### config.mk
export PLATFORM = sky130hd
export DESIGN_NAME = supervisor_reset_watchdog
export DESIGN_NICKNAME = d
export VERILOG_FILES = /design/src/rtl/supervisor_pkg.sv /design/src/rtl/supervisor_reset_watchdog.sv
export SDC_FILE = /design/constraint.sdc
export NUM_CORES = 1
export LEC_CHECK = 0
export ABC_AREA = 0
export BUFFER_PORTS_ARGS = -buffer_cell sky130_fd_sc_hd__buf_2
export CAP_MARGIN = 10
export CORE_MARGIN = 3
export CORE_UTILIZATION = 40
export CTS_BUF_LIST = sky130_fd_sc_hd__clkbuf_2
export CTS_CLUSTER_DIAMETER = 40
export CTS_CLUSTER_SIZE = 10
export DETAILED_ROUTE_END_ITERATION = 12
export HOLD_SLACK_MARGIN = 0.12
export PLACE_DENSITY = 0.51
export SETUP_SLACK_MARGIN = 0.3
export SLEW_MARGIN = 20
export SYNTH_ARGS = -nofsm -noshare
export SYNTH_HDL_FRONTEND = slang
export SYNTH_SLANG_ARGS = --single-unit
### constraint.sdc
create_clock -name clk -period 6.1 [get_ports clk]
set_clock_uncertainty 0.15 [all_clocks]
set_input_delay 0.915 -clock clk [delete_from_list [all_inputs] [get_ports clk]]
set_output_delay 0.915 -clock clk [all_outputs]
set_load 0.005 [all_outputs]
### src/rtl/supervisor_pkg.sv
`default_nettype none
package supervisor_pkg;
    // internal timebase
    localparam int unsigned CLK_HZ = 25_000_000;
    // reset stretch after last cause clears, in milliseconds
    localparam int unsigned STRETCH_MS = 200;
    // watchdog timeout, in milliseconds (1.60 s)
    localparam int unsigned TIMEOUT_MS = 1600;
    // derived cycle counts (exact at 25 MHz)
    localparam int unsigned STRETCH_CYC = (CLK_HZ / 1000) * STRETCH_MS;
    localparam int unsigned TIMEOUT_CYC = (CLK_HZ / 1000) * TIMEOUT_MS;
    // counter width large enough for both counts
    localparam int unsigned CNT_W = 32;

    // synchronised front-end inputs travel together
    typedef struct packed {
        logic supplyLow;
        logic manualReqN;
        logic kick;
        logic kickFloat;
        logic senseBelow;
    } front_type;

    // reset sequencer states
    typedef enum logic [0:0] {
        ST_HOLD = 1'b0,
        ST_RUN = 1'b1
    } rst_state_type;
endpackage
`default_nettype wire

### src/rtl/supervisor_reset_watchdog.sv
`timescale 1ns/1ps
`default_nettype none
// Contract
// [RULE_01] reset held low while supply low
// [RULE_02] reset stays low 200 ms after supply recovers
// [RULE_03] active-high reset is exact inverse
// [RULE_04] manual request low asserts reset, debounced
// [RULE_05] stretch counts from last cause clearing
// [RULE_06] no kick for 1.60 s drives alarm low
// [RULE_07] every kick edge restarts watchdog timer
// [RULE_08] watchdog held cleared during reset
// [RULE_09] alarm stays low until kick or reset; code also clears it while kick floats
// [RULE_10] alarm forced low while supply low
// [RULE_11] alarm returns high when supply recovers
// [RULE_12] floating kick disables watchdog timeout
// [RULE_13] timeout never asserts reset by itself
// [RULE_14] fail output follows sense comparator
// [RULE_15] host toggles kick within 1.60 s
// [RULE_16] both times derived from clock parameter
// [RULE_17] analog results enter through synchronisers
module supervisor_reset_watchdog #(
    parameter int unsigned STRETCH_CYCLES = supervisor_pkg::STRETCH_CYC,
    parameter int unsigned TIMEOUT_CYCLES = supervisor_pkg::TIMEOUT_CYC
) (
    // clock, reset, enable
    input wire logic clk,
    input wire logic rst_n,
    input wire logic clkEn,
    // analog front end results and pins
    input wire logic supplyLow,
    input wire logic manual_reset_req_n,
    input wire logic kick_input,
    input wire logic kickFloat,
    input wire logic supply_sense_in,
    // outputs to host
    output logic resetOut_n,
    output logic resetOutHigh,
    output logic watchdog_alarm_n,
    output logic supply_fail_n
);
    // two-stage synchronisers, reset to safe values
    supervisor_pkg::front_type syncA_ff, syncB_ff, nxt_syncA, nxt_syncB;
    supervisor_pkg::front_type front;
    // reset sequencer state
    supervisor_pkg::rst_state_type rstState_ff, nxt_rstState;
    logic [supervisor_pkg::CNT_W-1:0] stretchCnt_ff, nxt_stretchCnt;
    // watchdog state
    logic [supervisor_pkg::CNT_W-1:0] wdCnt_ff, nxt_wdCnt;
    logic kickPrev_ff, nxt_kickPrev;
    logic timedOut_ff, nxt_timedOut;
    logic failN_ff, nxt_failN;
    logic cause;
    logic kickEdge;

    // sampled inputs, all from outside the clock domain
    always_comb begin
        nxt_syncA.supplyLow = supplyLow;
        nxt_syncA.manualReqN = manual_reset_req_n;
        nxt_syncA.kick = kick_input;
        nxt_syncA.kickFloat = kickFloat;
        nxt_syncA.senseBelow = supply_sense_in;
        nxt_syncB = syncA_ff;
    end

    // synchroniser flops; stage A read only by stage B
    // reset image: supply low, no manual request, kick low, not floating,
    // sense above reference; kick low matches kickPrev_ff so that no
    // false kick edge appears right after reset
    always_ff @(posedge clk or negedge rst_n) begin // see [RULE_17]
        if (!rst_n) begin
            syncA_ff <= 5'h18;
            syncB_ff <= 5'h18;
        end else if (clkEn) begin
            syncA_ff <= nxt_syncA;
            syncB_ff <= nxt_syncB;
        end
    end
    assign front = syncB_ff;

    // any reset cause; watchdog is not one of them
    // a user wanting reset on timeout wires the alarm back into the
    // manual request pin outside the block
    assign cause = front.supplyLow | ~front.manualReqN; // see [RULE_13]

    // reset sequencer: hold while cause, then stretch
    always_comb begin
        nxt_rstState = rstState_ff;
        nxt_stretchCnt = stretchCnt_ff;
        unique case (rstState_ff)
            supervisor_pkg::ST_HOLD: begin
                if (cause) begin
                    // bounces restart the stretch: see [RULE_04]
                    nxt_stretchCnt = '0; // see [RULE_01]
                end else if (stretchCnt_ff >= STRETCH_CYCLES - 1) begin
                    nxt_rstState = supervisor_pkg::ST_RUN; // see [RULE_02]
                end else begin
                    // counts from the last cause to clear: see [RULE_05]
                    nxt_stretchCnt = stretchCnt_ff + 1'b1;
                end
            end
            supervisor_pkg::ST_RUN: begin
                if (cause) begin
                    nxt_rstState = supervisor_pkg::ST_HOLD;
                    nxt_stretchCnt = '0;
                end
            end
        endcase
    end

    // sequencer registers; reset starts in hold (power-on stretch)
    always_ff @(posedge clk or negedge rst_n) begin // see [RULE_16]
        if (!rst_n) begin
            rstState_ff <= supervisor_pkg::ST_HOLD;
            stretchCnt_ff <= '0;
        end else if (clkEn) begin
            rstState_ff <= nxt_rstState;
            stretchCnt_ff <= nxt_stretchCnt;
        end
    end

    // both reset polarities from one term, run state gated by cause, never skewed
    assign resetOut_n = (rstState_ff == supervisor_pkg::ST_RUN) & ~cause;
    assign resetOutHigh = ~resetOut_n; // see [RULE_03]

    // kick edge detect on synchronised level
    // both polarities count, so a stuck-high or stuck-low host is caught
    assign kickEdge = front.kick ^ kickPrev_ff;

    // watchdog next state
    always_comb begin
        nxt_kickPrev = front.kick;
        nxt_wdCnt = wdCnt_ff;
        nxt_timedOut = timedOut_ff;
        if (!resetOut_n || front.kickFloat) begin
            // cleared during reset, idle while floating
            nxt_wdCnt = '0; // see [RULE_08] see [RULE_12]
            nxt_timedOut = 1'b0;
        end else if (kickEdge) begin
            nxt_wdCnt = '0; // see [RULE_07]
            nxt_timedOut = 1'b0; // see [RULE_09]
        end else if (wdCnt_ff >= TIMEOUT_CYCLES - 1) begin
            nxt_timedOut = 1'b1; // see [RULE_06]
        end else begin
            nxt_wdCnt = wdCnt_ff + 1'b1;
        end
        // comparator result to fail output
        nxt_failN = ~front.senseBelow; // see [RULE_14]
    end

    // watchdog and fail registers
    always_ff @(posedge clk or negedge rst_n) begin
        if (!rst_n) begin
            wdCnt_ff <= '0;
            kickPrev_ff <= 1'b0;
            timedOut_ff <= 1'b0;
            failN_ff <= 1'b1;
        end else if (clkEn) begin
            wdCnt_ff <= nxt_wdCnt;
            kickPrev_ff <= nxt_kickPrev;
            timedOut_ff <= nxt_timedOut;
            failN_ff <= nxt_failN;
        end
    end

    // alarm: timeout or supply low; high again once both gone
    assign watchdog_alarm_n = ~(timedOut_ff | front.supplyLow); // see [RULE_10] see [RULE_11]
    assign supply_fail_n = failN_ff;

    // assertions
    AST_SUPPLY_HOLDS_RESET: assert property (@(posedge clk) disable iff (!rst_n)
        front.supplyLow |-> !resetOut_n) // see [RULE_01]
        else $error("reset released while supply low");
    AST_INVERSE: assert property (@(posedge clk) disable iff (!rst_n)
        resetOutHigh == !resetOut_n) // see [RULE_03]
        else $error("reset outputs not complementary");
    AST_MANUAL_RESET: assert property (@(posedge clk) disable iff (!rst_n)
        !front.manualReqN |-> !resetOut_n) // see [RULE_04]
        else $error("manual request did not assert reset");
    AST_STRETCH: assert property (@(posedge clk) disable iff (!rst_n)
        (clkEn && cause) ##1 !cause |-> !resetOut_n) // see [RULE_02]
        else $error("reset released without stretch");
    AST_NO_EARLY_RELEASE: assert property (@(posedge clk) disable iff (!rst_n)
        $rose(resetOut_n) |-> $past(stretchCnt_ff) >= STRETCH_CYCLES - 1) // see [RULE_05]
        else $error("reset released before stretch ended");
    AST_KICK_CLEARS: assert property (@(posedge clk) disable iff (!rst_n)
        (clkEn && resetOut_n && kickEdge) |=> wdCnt_ff == 0 && !timedOut_ff) // see [RULE_07]
        else $error("kick edge did not clear watchdog");
    AST_WD_HELD: assert property (@(posedge clk) disable iff (!rst_n)
        (clkEn && !resetOut_n) |=> wdCnt_ff == 0) // see [RULE_08]
        else $error("watchdog counted during reset");
    AST_TIMEOUT: assert property (@(posedge clk) disable iff (!rst_n)
        $rose(timedOut_ff) |-> $past(wdCnt_ff) >= TIMEOUT_CYCLES - 1) // see [RULE_06]
        else $error("timeout fired early");
    AST_ALARM_SUPPLY: assert property (@(posedge clk) disable iff (!rst_n)
        front.supplyLow |-> !watchdog_alarm_n) // see [RULE_10]
        else $error("alarm high while supply low");
    AST_FLOAT: assert property (@(posedge clk) disable iff (!rst_n)
        (clkEn && front.kickFloat) |=> !timedOut_ff) // see [RULE_12]
        else $error("timeout while kick floating");
    AST_FAIL: assert property (@(posedge clk) disable iff (!rst_n)
        clkEn |=> supply_fail_n == !$past(front.senseBelow)) // see [RULE_14]
        else $error("fail output wrong");
    COV_RELEASE: cover property (@(posedge clk) $rose(resetOut_n));
    COV_TIMEOUT: cover property (@(posedge clk) $rose(timedOut_ff));
    AST_ALARM_HELD: assert property (@(posedge clk) disable iff (!rst_n)
        (clkEn && timedOut_ff && resetOut_n && !kickEdge && !front.kickFloat)
        |=> timedOut_ff) // see [RULE_09]
        else $error("alarm dropped without kick or reset");
    AST_ALARM_BACK: assert property (@(posedge clk) disable iff (!rst_n)
        ($fell(front.supplyLow) && !timedOut_ff) |-> watchdog_alarm_n) // see [RULE_11]
        else $error("alarm stayed low after supply recovered");
    AST_WD_NO_RESET: assert property (@(posedge clk) disable iff (!rst_n)
        (timedOut_ff && !cause && rstState_ff == supervisor_pkg::ST_RUN)
        |-> resetOut_n) // see [RULE_13]
        else $error("timeout pulled reset low");
    // covers for the main scenarios
    COV_MANUAL: cover property (@(posedge clk) $fell(front.manualReqN));
    COV_FLOAT: cover property (@(posedge clk) $rose(front.kickFloat));
endmodule
`default_nettype wire

==> summary.md, run 1 <==
| Metric | Value |
|---|---|
| Status | `completed` |
| Worst setup EP type | `register` |
| Syn nets | `404` |
| N_diodes | `0` |
| Starting density of the core | `41.96%` |
| Root Driver | `clkbuf_2` |
| Total wire length | `8418 µm` |
| CTS Sinks | `78` |
| Cell area after synthesis | `3969 µm²` |
| Largest net degree at the start of global routing | `79` |
| Crit Path Class | `register to register` |
| Final core occ | `45.05%` |
| Vias in the first global route | `2,841` |
| Post-Route Setup TNS | `0 ns` |
| Yosys reg bits | `78` |
| DRT Pass-1 Iters | `4` |
| Max_cap viols | `0` |
| Layout cell share with drive strength beyond 1 | `15.20%` |
| WP data required | `6.41 ns` |
| RSZ-0062 raised after global routing | `false` |
| Post-CTS sizing | `0` |
| Post-detail-place hpwl | `5656 µm` |
| Max stage delay cell, worst path | `dfrtp_1` |
| Drt via density | `5.574` |
| Synth Flop Type | `dfrtp_1` |
| 1st-iter DRT viols | `201` |
| Seq/Total Area, Yosys | `49.34%` |
| Main combinational cell family by area after synthesis | `simple AND/OR/NAND/NOR gates` |
| Top Family by Delay on Critical Path | `simple AND/OR/NAND/NOR gates` |
| Total GRT Usage | `16.58%` |
| Cell Rows | `35` |
| Net Sw Frac | `29.41%` |
| Placed cell areas | `4121 µm²` |
| Simple-gate share of the synthesized area | `27.24%` |
| Net count, final | `413` |
| Initial antenna violation count | `0` |
| Net load switching power | `0.0002785 W` |
| Area leader, netlist | `dfrtp_1` |
| TritonCTS clock tree | `built` |
| Post-synth ARST share | `100.0%` |
| Data arrival, critical path | `3.20 ns` |
| First-pass GRT wire length | `14,830 µm` |
| Xor and xnor area share after synthesis | `4.634%` |
| Clock Tree Buf Depth | `2` |
| Distinct cell type count after synthesis | `62` |
| Wire per inst | `15.68 µm` |
| Area growth syn-to-layout | `7.377%` |
| Slowest stage delay, CP | `0.52 ns` |
| GPL Wtd Cong | `0.8037` |
| Sequential share of power | `57.4%` |
| Setup Buffers After CTS | `0` |
| Chip height | `105.6 µm` |
| Io pins | `12` |
| Via count | `2,993` |
| Internal | `0.0006686 W` |
| CP bufs+invs | `0` |
| Ys Warns | `0` |
| Adder-cell share of the synthesized area | `0.6305%` |
| Post-synth top area share | `46.03%` |
| Port bufs | `11` |
| Hold Crit Class | `register to register` |
| Max Fanout on Critical Path | `16` |
| Most frequent CP cell | `and3_1` |
| Pleak | `1.780 nW` |
| Design Area, Final | `4262 µm²` |
| Hold slack | `0.2786 ns` |
| Tcrit/Tclk final | `47.37%` |
| Post-DRT Antenna Nets | `0` |
| Gate Count Post-Synth | `394` |
| Clock latency on the worst-skew pair | `0.55 ns` |
| Core Area | `9459 µm²` |
| Maximum clock rate | `346.1 MHz` |
| Gate power share | `8.5%` |
| Clock buffer count from CTS | `9` |
| Total of fill cells in the finished design | `920` |
| Residual DRC | `0` |
| Clock transition at path regs | `0.28 ns` |
| Slew headroom | `34.44%` |
| Minimum clock period | `2.890 ns` |
| Max Slew Vio Count | `0` |
| Post-synthesis mux area share | `3.121%` |
| PwrDens | `222.2 nW/µm²` |
| Largest cells by area after synthesis | `dfrtp_1 (46%), nor2_1 (3.9%), o21ai_0 (3.7%)` |
| Hold_buf cts | `0` |
| EDFF count, synth | `0` |
| Avg Cell Area, Syn | `10.07 µm²` |
| Global route overflow | `0` |
| Clk pwr share | `34.1%` |
| Final Hold Fails | `0` |
| Die Footprint | `11,150 µm²` |
| Setup violators final | `0` |
| Width of the chip | `105.6 µm` |
| H-Tree Depth | `3` |
| Compound-Gate Fraction of Synth Area | `12.39%` |
| Worst-margin pin slew | `0.9833 ns` |
| Startpoint Class | `register` |
| Cell Chain, Critical Path | `ha_1, and3_1, and3_1, o311ai_2, and2_1, nand2_8, o41ai_1` |
| VDD IR max | `0.1348 mV` |
==> power groups by stage <==
stage               Clock, W  Combinational [W]  Sequential, W
finish              0.000323          0.0000805       0.000544
CTS                 0.000335          0.0000815       0.000544
floorplan                  0          0.0000573       0.000550
detailed placement         0          0.0000813       0.000553
global placement           0          0.0000806       0.000553
global route        0.000357          0.0000925       0.000547
==> layer usage <==
metal | GRT usage (%) | up-vias | wire length, µm
met2 | 21.68 | 66 | 3437
met1 | 25.72 | 1445 | 4402
met4 | 5.273 | 0 | 140
li1 | - | 1472 | -
met3 | 5.144 | 10 | 436
met5 | 0 | - | 0
==> metrics by stage <==
stage / setup slack (ns) / std cells / total power (W)
after detailed placement: 2.981 / 521 / 0.0006343
after CTS: 3.081 / 537 / 0.0009615
after global routing: 2.955 / 537 / 0.0009965
after global placement: 3.100 / 521 / 0.0006332
after floorplan: 3.496 / 394 / 0.0006074
final: 3.210 / 537 / 0.0009471
==> worst register-to-register path, delay by kind of cell (launching register included) <==
family / cells / cell delay, ns
flops: 1 / 0.52
simple gates: 4 / 1.10
compound gates: 2 / 0.71
fa+ha+maj: 1 / 0.32
==> kinds of logic (layout without fill, tap and decap cells) <==
| logic type | count (synthesis) | in the layout |
|---|---|---|
| and+or+nand+nor | 189 | 189 |
| DFF | 78 | 78 |
| AOI/OAI and AO/OA | 73 | 73 |
| xor gates and xnor gates | 21 | 21 |
| buffers and inverters | 20 | 34 |
| muxes | 11 | 11 |
| adders and majority gates | 2 | 2 |
==> layout by cell type (no fill, tap or decap), types with 3 or more instances in the layout <==
cell / instances
dfrtp_1: 73
nor2_1: 41
o21ai_0: 29
nand2_1: 27
nand3_1: 24
and2_1: 21
nand4_1: 16
xnor2_1: 11
mux2_2: 11
nor4_1: 11
xor2_1: 10
o31ai_1: 10
buf_2: 10
nor3_1: 9
clkbuf_2: 9
and3_1: 8
inv_1: 6
a31oi_1: 6
dfstp_2: 5
or3_1: 4
inv_6: 4
and4_1: 3
a21oi_1: 3
o41ai_1: 3
==> layout make-up <==
| type | count | area [µm²] | area share, % |
|---|---|---|---|
| Clock buffer | 9 | 45.04 | 1.057 |
| Clock inverter | 7 | 87.58 | 2.055 |
| Inverter | 6 | 22.52 | 0.5285 |
| Multi-Input combinational cell | 296 | 1922 | 45.10 |
| Sequential cell | 78 | 1958 | 45.95 |
| Tap cell | 129 | 161.4 | 3.787 |
| Timing Repair Buffer | 12 | 65.06 | 1.527 |
==> final timing paths <==
check                                                 to  slack [ns]  cells after the start                         start
hold reg to reg                supply_fail_n$_DFFE_PN1P_        0.28                      1          front[0]$_DFFE_PN0P_
max in group asynchronous  stretchCnt_ff[10]$_DFFE_PN0P_        4.83                      1                         rst_n
hold / removal                 supply_fail_n$_DFFE_PN1P_        0.28                      1          front[0]$_DFFE_PN0P_
setup / recovery           stretchCnt_ff[11]$_DFFE_PN0P_        3.21                      7  stretchCnt_ff[0]$_DFFE_PN0P_
setup reg to reg           stretchCnt_ff[11]$_DFFE_PN0P_        3.21                      7  stretchCnt_ff[0]$_DFFE_PN0P_
min in group asynchronous   stretchCnt_ff[0]$_DFFE_PN0P_        0.32                      1                         rst_n
==> cells in the mapped netlist (10+ instances only) <==
| library cell | instances |
|---|---|
| nand4_1 | 16 |
| o31ai_1 | 10 |
| nor4_1 | 11 |
| xnor2_1 | 11 |
| and2_1 | 21 |
| nand2_1 | 27 |
| nor2_1 | 41 |
| nand3_1 | 24 |
| xor2_1 | 10 |
| o21ai_0 | 29 |
| mux2_2 | 11 |
| dfrtp_1 | 73 |
==> sequential cells by signal, indices dropped and copies added, names as in the netlist <==
signal         count
supply_fail_n      1
front              4
timedOut_ff        1
rstState_ff        1
kickPrev_ff        1
nxt_kickPrev       1
nxt_syncB          5
stretchCnt_ff     32
wdCnt_ff          32
Power figures use the tool's default switching activity.
==> run 2: changes to the inputs <==
--- a/config.mk
+++ b/config.mk
@@ -15,7 +15,7 @@
 export CTS_CLUSTER_SIZE = 10
 export DETAILED_ROUTE_END_ITERATION = 12
 export HOLD_SLACK_MARGIN = 0.12
-export PLACE_DENSITY = 0.51
+export PLACE_DENSITY = 0.53
 export SETUP_SLACK_MARGIN = 0.3
 export SLEW_MARGIN = 20
 export SYNTH_ARGS = -nofsm -noshare
==> constraint.sdc (replaced) <==
create_clock -name clk -period 2.37 [get_ports clk]
set_clock_uncertainty 0.15 [all_clocks]
set_input_delay 0.3555 -clock clk [delete_from_list [all_inputs] [get_ports clk]]
set_output_delay 0.3555 -clock clk [all_outputs]
set_load 0.005 [all_outputs]
==> run 2 against run 1 <==
Highest routed layer unchanged. Combinational power grew to 3.6 times the previous value. Maximum frequency is 26% higher. Setup slack worse by 3.1 ns. Critical endpoint is now stretchCnt_ff[2]$_DFFE_PN0P_. Register-to-register slack worse by 3.1 ns.
==> summary.md, run 2 (synthesized netlist as in run 1, its figures left out) <==
| Metric | Value |
|---|---|
| Post-Route Setup TNS | `0 ns` |
| Minimum clock period | `2.291 ns` |
| Hold Path Depth | `4` |
| Total wire length | `9985 µm` |
| Hold Crit Class | `input port to register` |
| Setup WS pre-CTS | `0.02823 ns` |
| Cell Chain, Critical Path | `or4_4, nor4b_4, o311ai_4, a21boi_2, buf_4, buf_6, o21ai_1, o31ai_1` |
| Net count, final | `498` |
| Clock latency on the worst-skew pair | `0.51 ns` |
| GPL Wtd Cong | `0.8340` |
| Wire per inst | `16.05 µm` |
| Max Fanout on Critical Path | `5` |
| Clock Tree Buf Depth | `2` |
| Starting density of the core | `41.96%` |
| Total GRT Usage | `18.24%` |
| Chip height | `105.6 µm` |
| Setup violators final | `0` |
| Post-detail-place hpwl | `6120 µm` |
| Hold slack | `0.1802 ns` |
| Core Area | `9459 µm²` |
| Worst setup EP type | `register` |
| CTS Sinks | `78` |
| Most common cell after layout, fill and taps aside | `dfrtp_1` |
| Post-DRT Antenna Nets | `0` |
| TritonCTS clock tree | `built` |
| Data arrival, critical path | `2.55 ns` |
| Top Family by Delay on Critical Path | `simple AND/OR/NAND/NOR gates` |
| Critical path depth | `8` |
| 1st-iter DRT viols | `150` |
| Cell Rows | `35` |
| PwrDens | `489.4 nW/µm²` |
| Io pins | `12` |
| Clock buffer count from CTS | `9` |
| Largest net degree at the start of global routing | `59` |
| Crit Path Class | `register to register` |
| Worst reg-to-reg path cell count | `8` |
| Final Hold Fails | `0` |
| Fin worst setup slack | `0.07917 ns` |
| Commonest non-fill, non-tap cells in the layout | `dfrtp_1 (65), buf_4 (60), nor2_1 (38)` |
| Maximum clock rate | `436.5 MHz` |
| RSZ-0062 raised after global routing | `true` |
| Global route overflow | `0` |
| Max Slew Vio Count | `0` |
| Drt via density | `5.481` |
| Port bufs | `11` |
| Residual DRC | `0` |
| Die Footprint | `11,150 µm²` |
| Root Driver | `clkbuf_2` |
| N_diodes | `0` |
| Clock transition at path regs | `0.23 ns` |
| Vias in the first global route | `3,262` |
| Area growth syn-to-layout | `35.31%` |
| Startpoint Class | `register` |
| CP bufs+invs | `2` |
| Design Power | `0.002628 W` |
| Tcrit/Tclk final | `96.66%` |
| WP data required | `2.63 ns` |
| Max_cap viols | `0` |
| First-pass GRT wire length | `16,360 µm` |
| Final core occ | `56.77%` |
| Slowest stage delay, CP | `0.55 ns` |
| Slew headroom | `50.97%` |
| DRT Pass-1 Iters | `4` |
| Pleak | `2.258 nW` |
| VDD IR max | `0.3040 mV` |
| Width of the chip | `105.6 µm` |
| Via count | `3,409` |
| Status | `completed` |
| Worst-margin pin slew | `0.7355 ns` |
| Layout cell share with drive strength beyond 1 | `37.93%` |
| Max stage delay cell, worst path | `or4_4` |
| H-Tree Depth | `3` |
| Initial antenna violation count | `0` |
## run 2: cell types whose count changed in the layout (fill, tap and decap cells not counted), sizes merged
cell	before	now
clkinv	0	2
inv	12	6
bufinv	1	3
buf	12	89
clkinvlp	0	1
dlygate4sd3	0	8
clkbuf	9	10
## run 2: where the power goes
part / switching [W] / total [W] / leakage, nW / internal [W]
Combinational: 0.000166 / 0.000286 / 1.12 / 0.000120
Clock: 0.000487 / 0.000946 / 0.0921 / 0.000459
Sequential: 0.0000214 / 0.00140 / 1.04 / 0.00137
Total: 0.000675 / 0.00263 / 2.26 / 0.00195
## run 2: per-layer routing
| metal | wire length [µm] | GRT usage (%) | vias to the layer above |
|---|---|---|---|
| met2 | 4543 | 26.46 | 67 |
| met4 | 134 | 5.550 | 0 |
| met3 | 337 | 2.633 | 15 |
| met1 | 4969 | 28.11 | 1690 |
| li1 | - | - | 1637 |
| met5 | 0 | 0 | - |
## run 2: final cells by class
cell class / count / area [µm²]
fillers: 853 / 4089
multi-input cells: 296 / 2227
flip-flops and latches: 78 / 1968
repair buffers: 97 / 829.5
well taps: 129 / 161.4
clock inverters: 6 / 111.4
clock buffers: 10 / 50.05
inverters: 6 / 22.52
## run 2: worst paths after layout
path | start | end | slack, ns
worst max-delay path | stretchCnt_ff[20]$_DFFE_PN0P_ | stretchCnt_ff[2]$_DFFE_PN0P_ | 0.08
worst min register to register | front[0]$_DFFE_PN0P_ | supply_fail_n$_DFFE_PN1P_ | 0.30
worst max register to register | stretchCnt_ff[20]$_DFFE_PN0P_ | stretchCnt_ff[2]$_DFFE_PN0P_ | 0.08
max in group asynchronous | rst_n | wdCnt_ff[9]$_DFFE_PN0P_ | 1.11
worst min-delay path | clkEn | stretchCnt_ff[1]$_DFFE_PN0P_ | 0.18
min in group asynchronous | rst_n | stretchCnt_ff[12]$_DFFE_PN0P_ | 0.27
## run 2: tightest hold or removal path: cells and delay by family
family                 cells  cell delay (ns)
and+or+nand+nor            2             0.27
AOI/OAI and AO/OA          1             0.05
buffers and inverters      1             0.16
## run 2: stage by stage
step                std cells  area (µm²)
floorplan                 394        4015
global placement          557        4427
detailed placement        557        4427
CTS                       599        4942
global route              622        5370
finish                    622        5370
## run 2: timing repair
item                                    4_1_cts  5_1_grt
resized for setup                            33       52
hold buffers                                  8        0
endpoints found under the hold margin        58        0
cloned                                        2        0
pin swaps                                    14       43
endpoints found under the setup margin       58       59
setup buffers                                16       23
==> run 3: changes to the inputs <==
--- a/config.mk
+++ b/config.mk
@@ -16,6 +16,7 @@
 export DETAILED_ROUTE_END_ITERATION = 12
 export HOLD_SLACK_MARGIN = 0.12
 export PLACE_DENSITY = 0.53
+export RECOVER_POWER = 100
 export SETUP_SLACK_MARGIN = 0.3
 export SLEW_MARGIN = 20
 export SYNTH_ARGS = -nofsm -noshare
==> run 3 against run 2 <==
Largest cell class unchanged. Global-route usage unchanged. Sequential cell count unchanged. Final cell count did not move. Highest routed layer unchanged. Via count shrank 0.67%. Critical path depth unchanged. Sequential share of layout area up 0.70 points. Non-clock buffer count unchanged. Utilization fell by 1.1 points.
==> summary.md, run 3 (synthesized netlist as in run 1, its figures left out) <==
| Metric | Value |
|---|---|
| Max_cap viols | `0` |
| Io pins | `12` |
| Setup violators final | `0` |
| DP Cell Count | `557` |
| Area growth syn-to-layout | `32.69%` |
| Post-detail-place hpwl | `6120 µm` |
| N_diodes | `0` |
| 1st-iter DRT viols | `162` |
| Final Hold Fails | `0` |
| Core Area | `9459 µm²` |
| TritonCTS clock tree | `built` |
| VDD IR max | `0.2997 mV` |
| Vias in the first global route | `3,262` |
| Residual DRC | `0` |
| First-pass GRT wire length | `16,360 µm` |
| Total GRT Usage | `18.24%` |
| Net count, final | `498` |
| Minimum clock period | `2.304 ns` |
| Initial antenna violation count | `0` |
| Wire per inst | `15.96 µm` |
| Max Fanout on Critical Path | `5` |
| Design Power | `0.002624 W` |
| Cell Chain, Critical Path | `buf_6, a2111oi_4, o21ai_1, nor4b_1, buf_6, or4_4, xor2_1, nor2_1` |
| Clock Tree Buf Depth | `2` |
| PwrDens | `498.3 nW/µm²` |
| Top Metal Used | `met4` |
| Cell Rows | `35` |
| Hold Crit Class | `input port to register` |
| Most frequent CP cell | `buf_6` |
| Data arrival, critical path | `2.55 ns` |
| WP data required | `2.62 ns` |
| Clock buffer count from CTS | `9` |
| RSZ-0062 raised after global routing | `true` |
| Post-DRT Antenna Nets | `0` |
| Startpoint Class | `register` |
| Status | `completed` |
| Worst setup EP type | `register` |
| Crit Path Class | `register to register` |
| Met1 wire length | `4892 µm` |
| Worst-margin pin slew | `1.422 ns` |
| CTS Sinks | `78` |
| Top Family by Delay on Critical Path | `simple AND/OR/NAND/NOR gates` |
| WL met3 | `393 µm` |
| Drt via density | `5.444` |
| Layout cell share with drive strength beyond 1 | `34.89%` |
| R2r setup slk | `0.07 ns` |
| Max stage delay cell, worst path | `dfrtp_1` |
| CP bufs+invs | `2` |
| Clock transition at path regs | `0.22 ns` |
| Design Area, Final | `5266 µm²` |
| Width of the chip | `105.6 µm` |
| Die Footprint | `11,150 µm²` |
| Slowest stage delay, CP | `0.45 ns` |
| Chip height | `105.6 µm` |
| Clock latency on the worst-skew pair | `0.51 ns` |
| Root Driver | `clkbuf_2` |
| Commonest non-fill, non-tap cells in the layout | `dfrtp_1 (66), buf_4 (55), nor2_1 (38)` |
| Setup WS pre-CTS | `0.02823 ns` |
| Global route overflow | `0` |
| Fin worst setup slack | `0.06574 ns` |
| Via count | `3,386` |
| Max Slew Vio Count | `0` |
| Tcrit/Tclk final | `97.23%` |
| Placed cell areas | `4427 µm²` |
| Final core occ | `55.67%` |
| Total of fill cells in the finished design | `871` |
| Starting density of the core | `41.96%` |
| Final Non-Filler Cells | `622` |
| Port bufs | `11` |
| Slew headroom | `5.210%` |
| Most common cell after layout, fill and taps aside | `dfrtp_1` |
| Pleak | `2.228 nW` |
| Metal2 WL | `4544 µm` |
| DRT Pass-1 Iters | `4` |
| H-Tree Depth | `3` |
| Maximum clock rate | `434.0 MHz` |
| GPL Wtd Cong | `0.8340` |
| Largest net degree at the start of global routing | `59` |
| Total wire length | `9930 µm` |
## run 3: changes by cell type in the layout (fill, tap and decap cells not counted), moves of 2 or more
| cell | previous run | this run |
|---|---|---|
| nor4_2 | 3 | 1 |
| buf_2 | 10 | 8 |
| nor4_1 | 4 | 6 |
| buf_6 | 15 | 13 |
| nor3_1 | 4 | 6 |
| and2_1 | 20 | 15 |
| clkbuf_1 | 0 | 3 |
| clkbuf_2 | 10 | 15 |
| and2_0 | 0 | 5 |
| buf_4 | 60 | 55 |
| nor4b_4 | 3 | 1 |
## run 3: report_power, final
group | internal, W | leakage (nW) | switching (W)
Sequential | 0.00137 | 1.04 | 0.0000216
Combinational | 0.000117 | 1.09 | 0.000165
Clock | 0.000459 | 0.0921 | 0.000488
Total | 0.00195 | 2.23 | 0.000675
## run 3: per-layer routing
metal	track usage [%]	up-vias
met1	28.11	1661
li1	-	1642
met5	0	-
met3	2.633	8
met2	26.46	75
met4	5.550	0
## run 3: per-stage QoR
| step | hold slack [ns] | setup TNS, ns |
|---|---|---|
| 2_1_floorplan | -0.09009 | 0 |
| 3_3_place_gp | 0.2732 | 0 |
| 3_5_place_dp | 0.2868 | 0 |
| 4_1_cts | 0.1587 | 0 |
| 5_1_grt | 0.2592 | -0.2897 |
| 6_report | 0.2702 | 0 |
## run 3: worst register-to-register path: cells and delay by family, from the launching register on
family | cells | cell delay, ns
flops | 1 | 0.45
compound gates | 2 | 0.44
simple gates | 3 | 0.66
xor+xnor | 1 | 0.23
buf+inv | 2 | 0.28
## run 3: path summary, 6_finish.rpt
kind,end,startpoint,depth (start not counted)
worst max-delay path,wdCnt_ff[3]$_DFFE_PN0P_,wdCnt_ff[10]$_DFFE_PN0P_,8
worst min-delay path,stretchCnt_ff[22]$_DFFE_PN0P_,clkEn,4
worst max register to register,wdCnt_ff[3]$_DFFE_PN0P_,wdCnt_ff[10]$_DFFE_PN0P_,8
worst min register to register,supply_fail_n$_DFFE_PN1P_,front[0]$_DFFE_PN0P_,1
max in group asynchronous,wdCnt_ff[13]$_DFFE_PN0P_,rst_n,3
min in group asynchronous,stretchCnt_ff[12]$_DFFE_PN0P_,rst_n,2
## run 3: timing repair
| action | 4_1_cts | 5_1_grt |
|---|---|---|
| hold endpoints to repair | 58 | 0 |
| setup buffers | 16 | 23 |
| gates resized for setup | 33 | 52 |
| cloned | 2 | 0 |
| hold buffers | 8 | 0 |
| endpoints found under the setup margin | 58 | 59 |
| pin swaps | 14 | 43 |
## run 3: area by class of cell
| cell class | count | area, µm² | share of cell area [%] |
|---|---|---|---|
| Multi-Input combinational cell | 296 | 2151 | 40.84 |
| Clock buffer | 10 | 50.05 | 0.9503 |
| Timing Repair Buffer | 97 | 803.3 | 15.25 |
| Sequential cell | 78 | 1967 | 37.35 |
| Inverter | 6 | 22.52 | 0.4277 |
| Tap cell | 129 | 161.4 | 3.065 |
| Clock inverter | 6 | 111.4 | 2.115 |
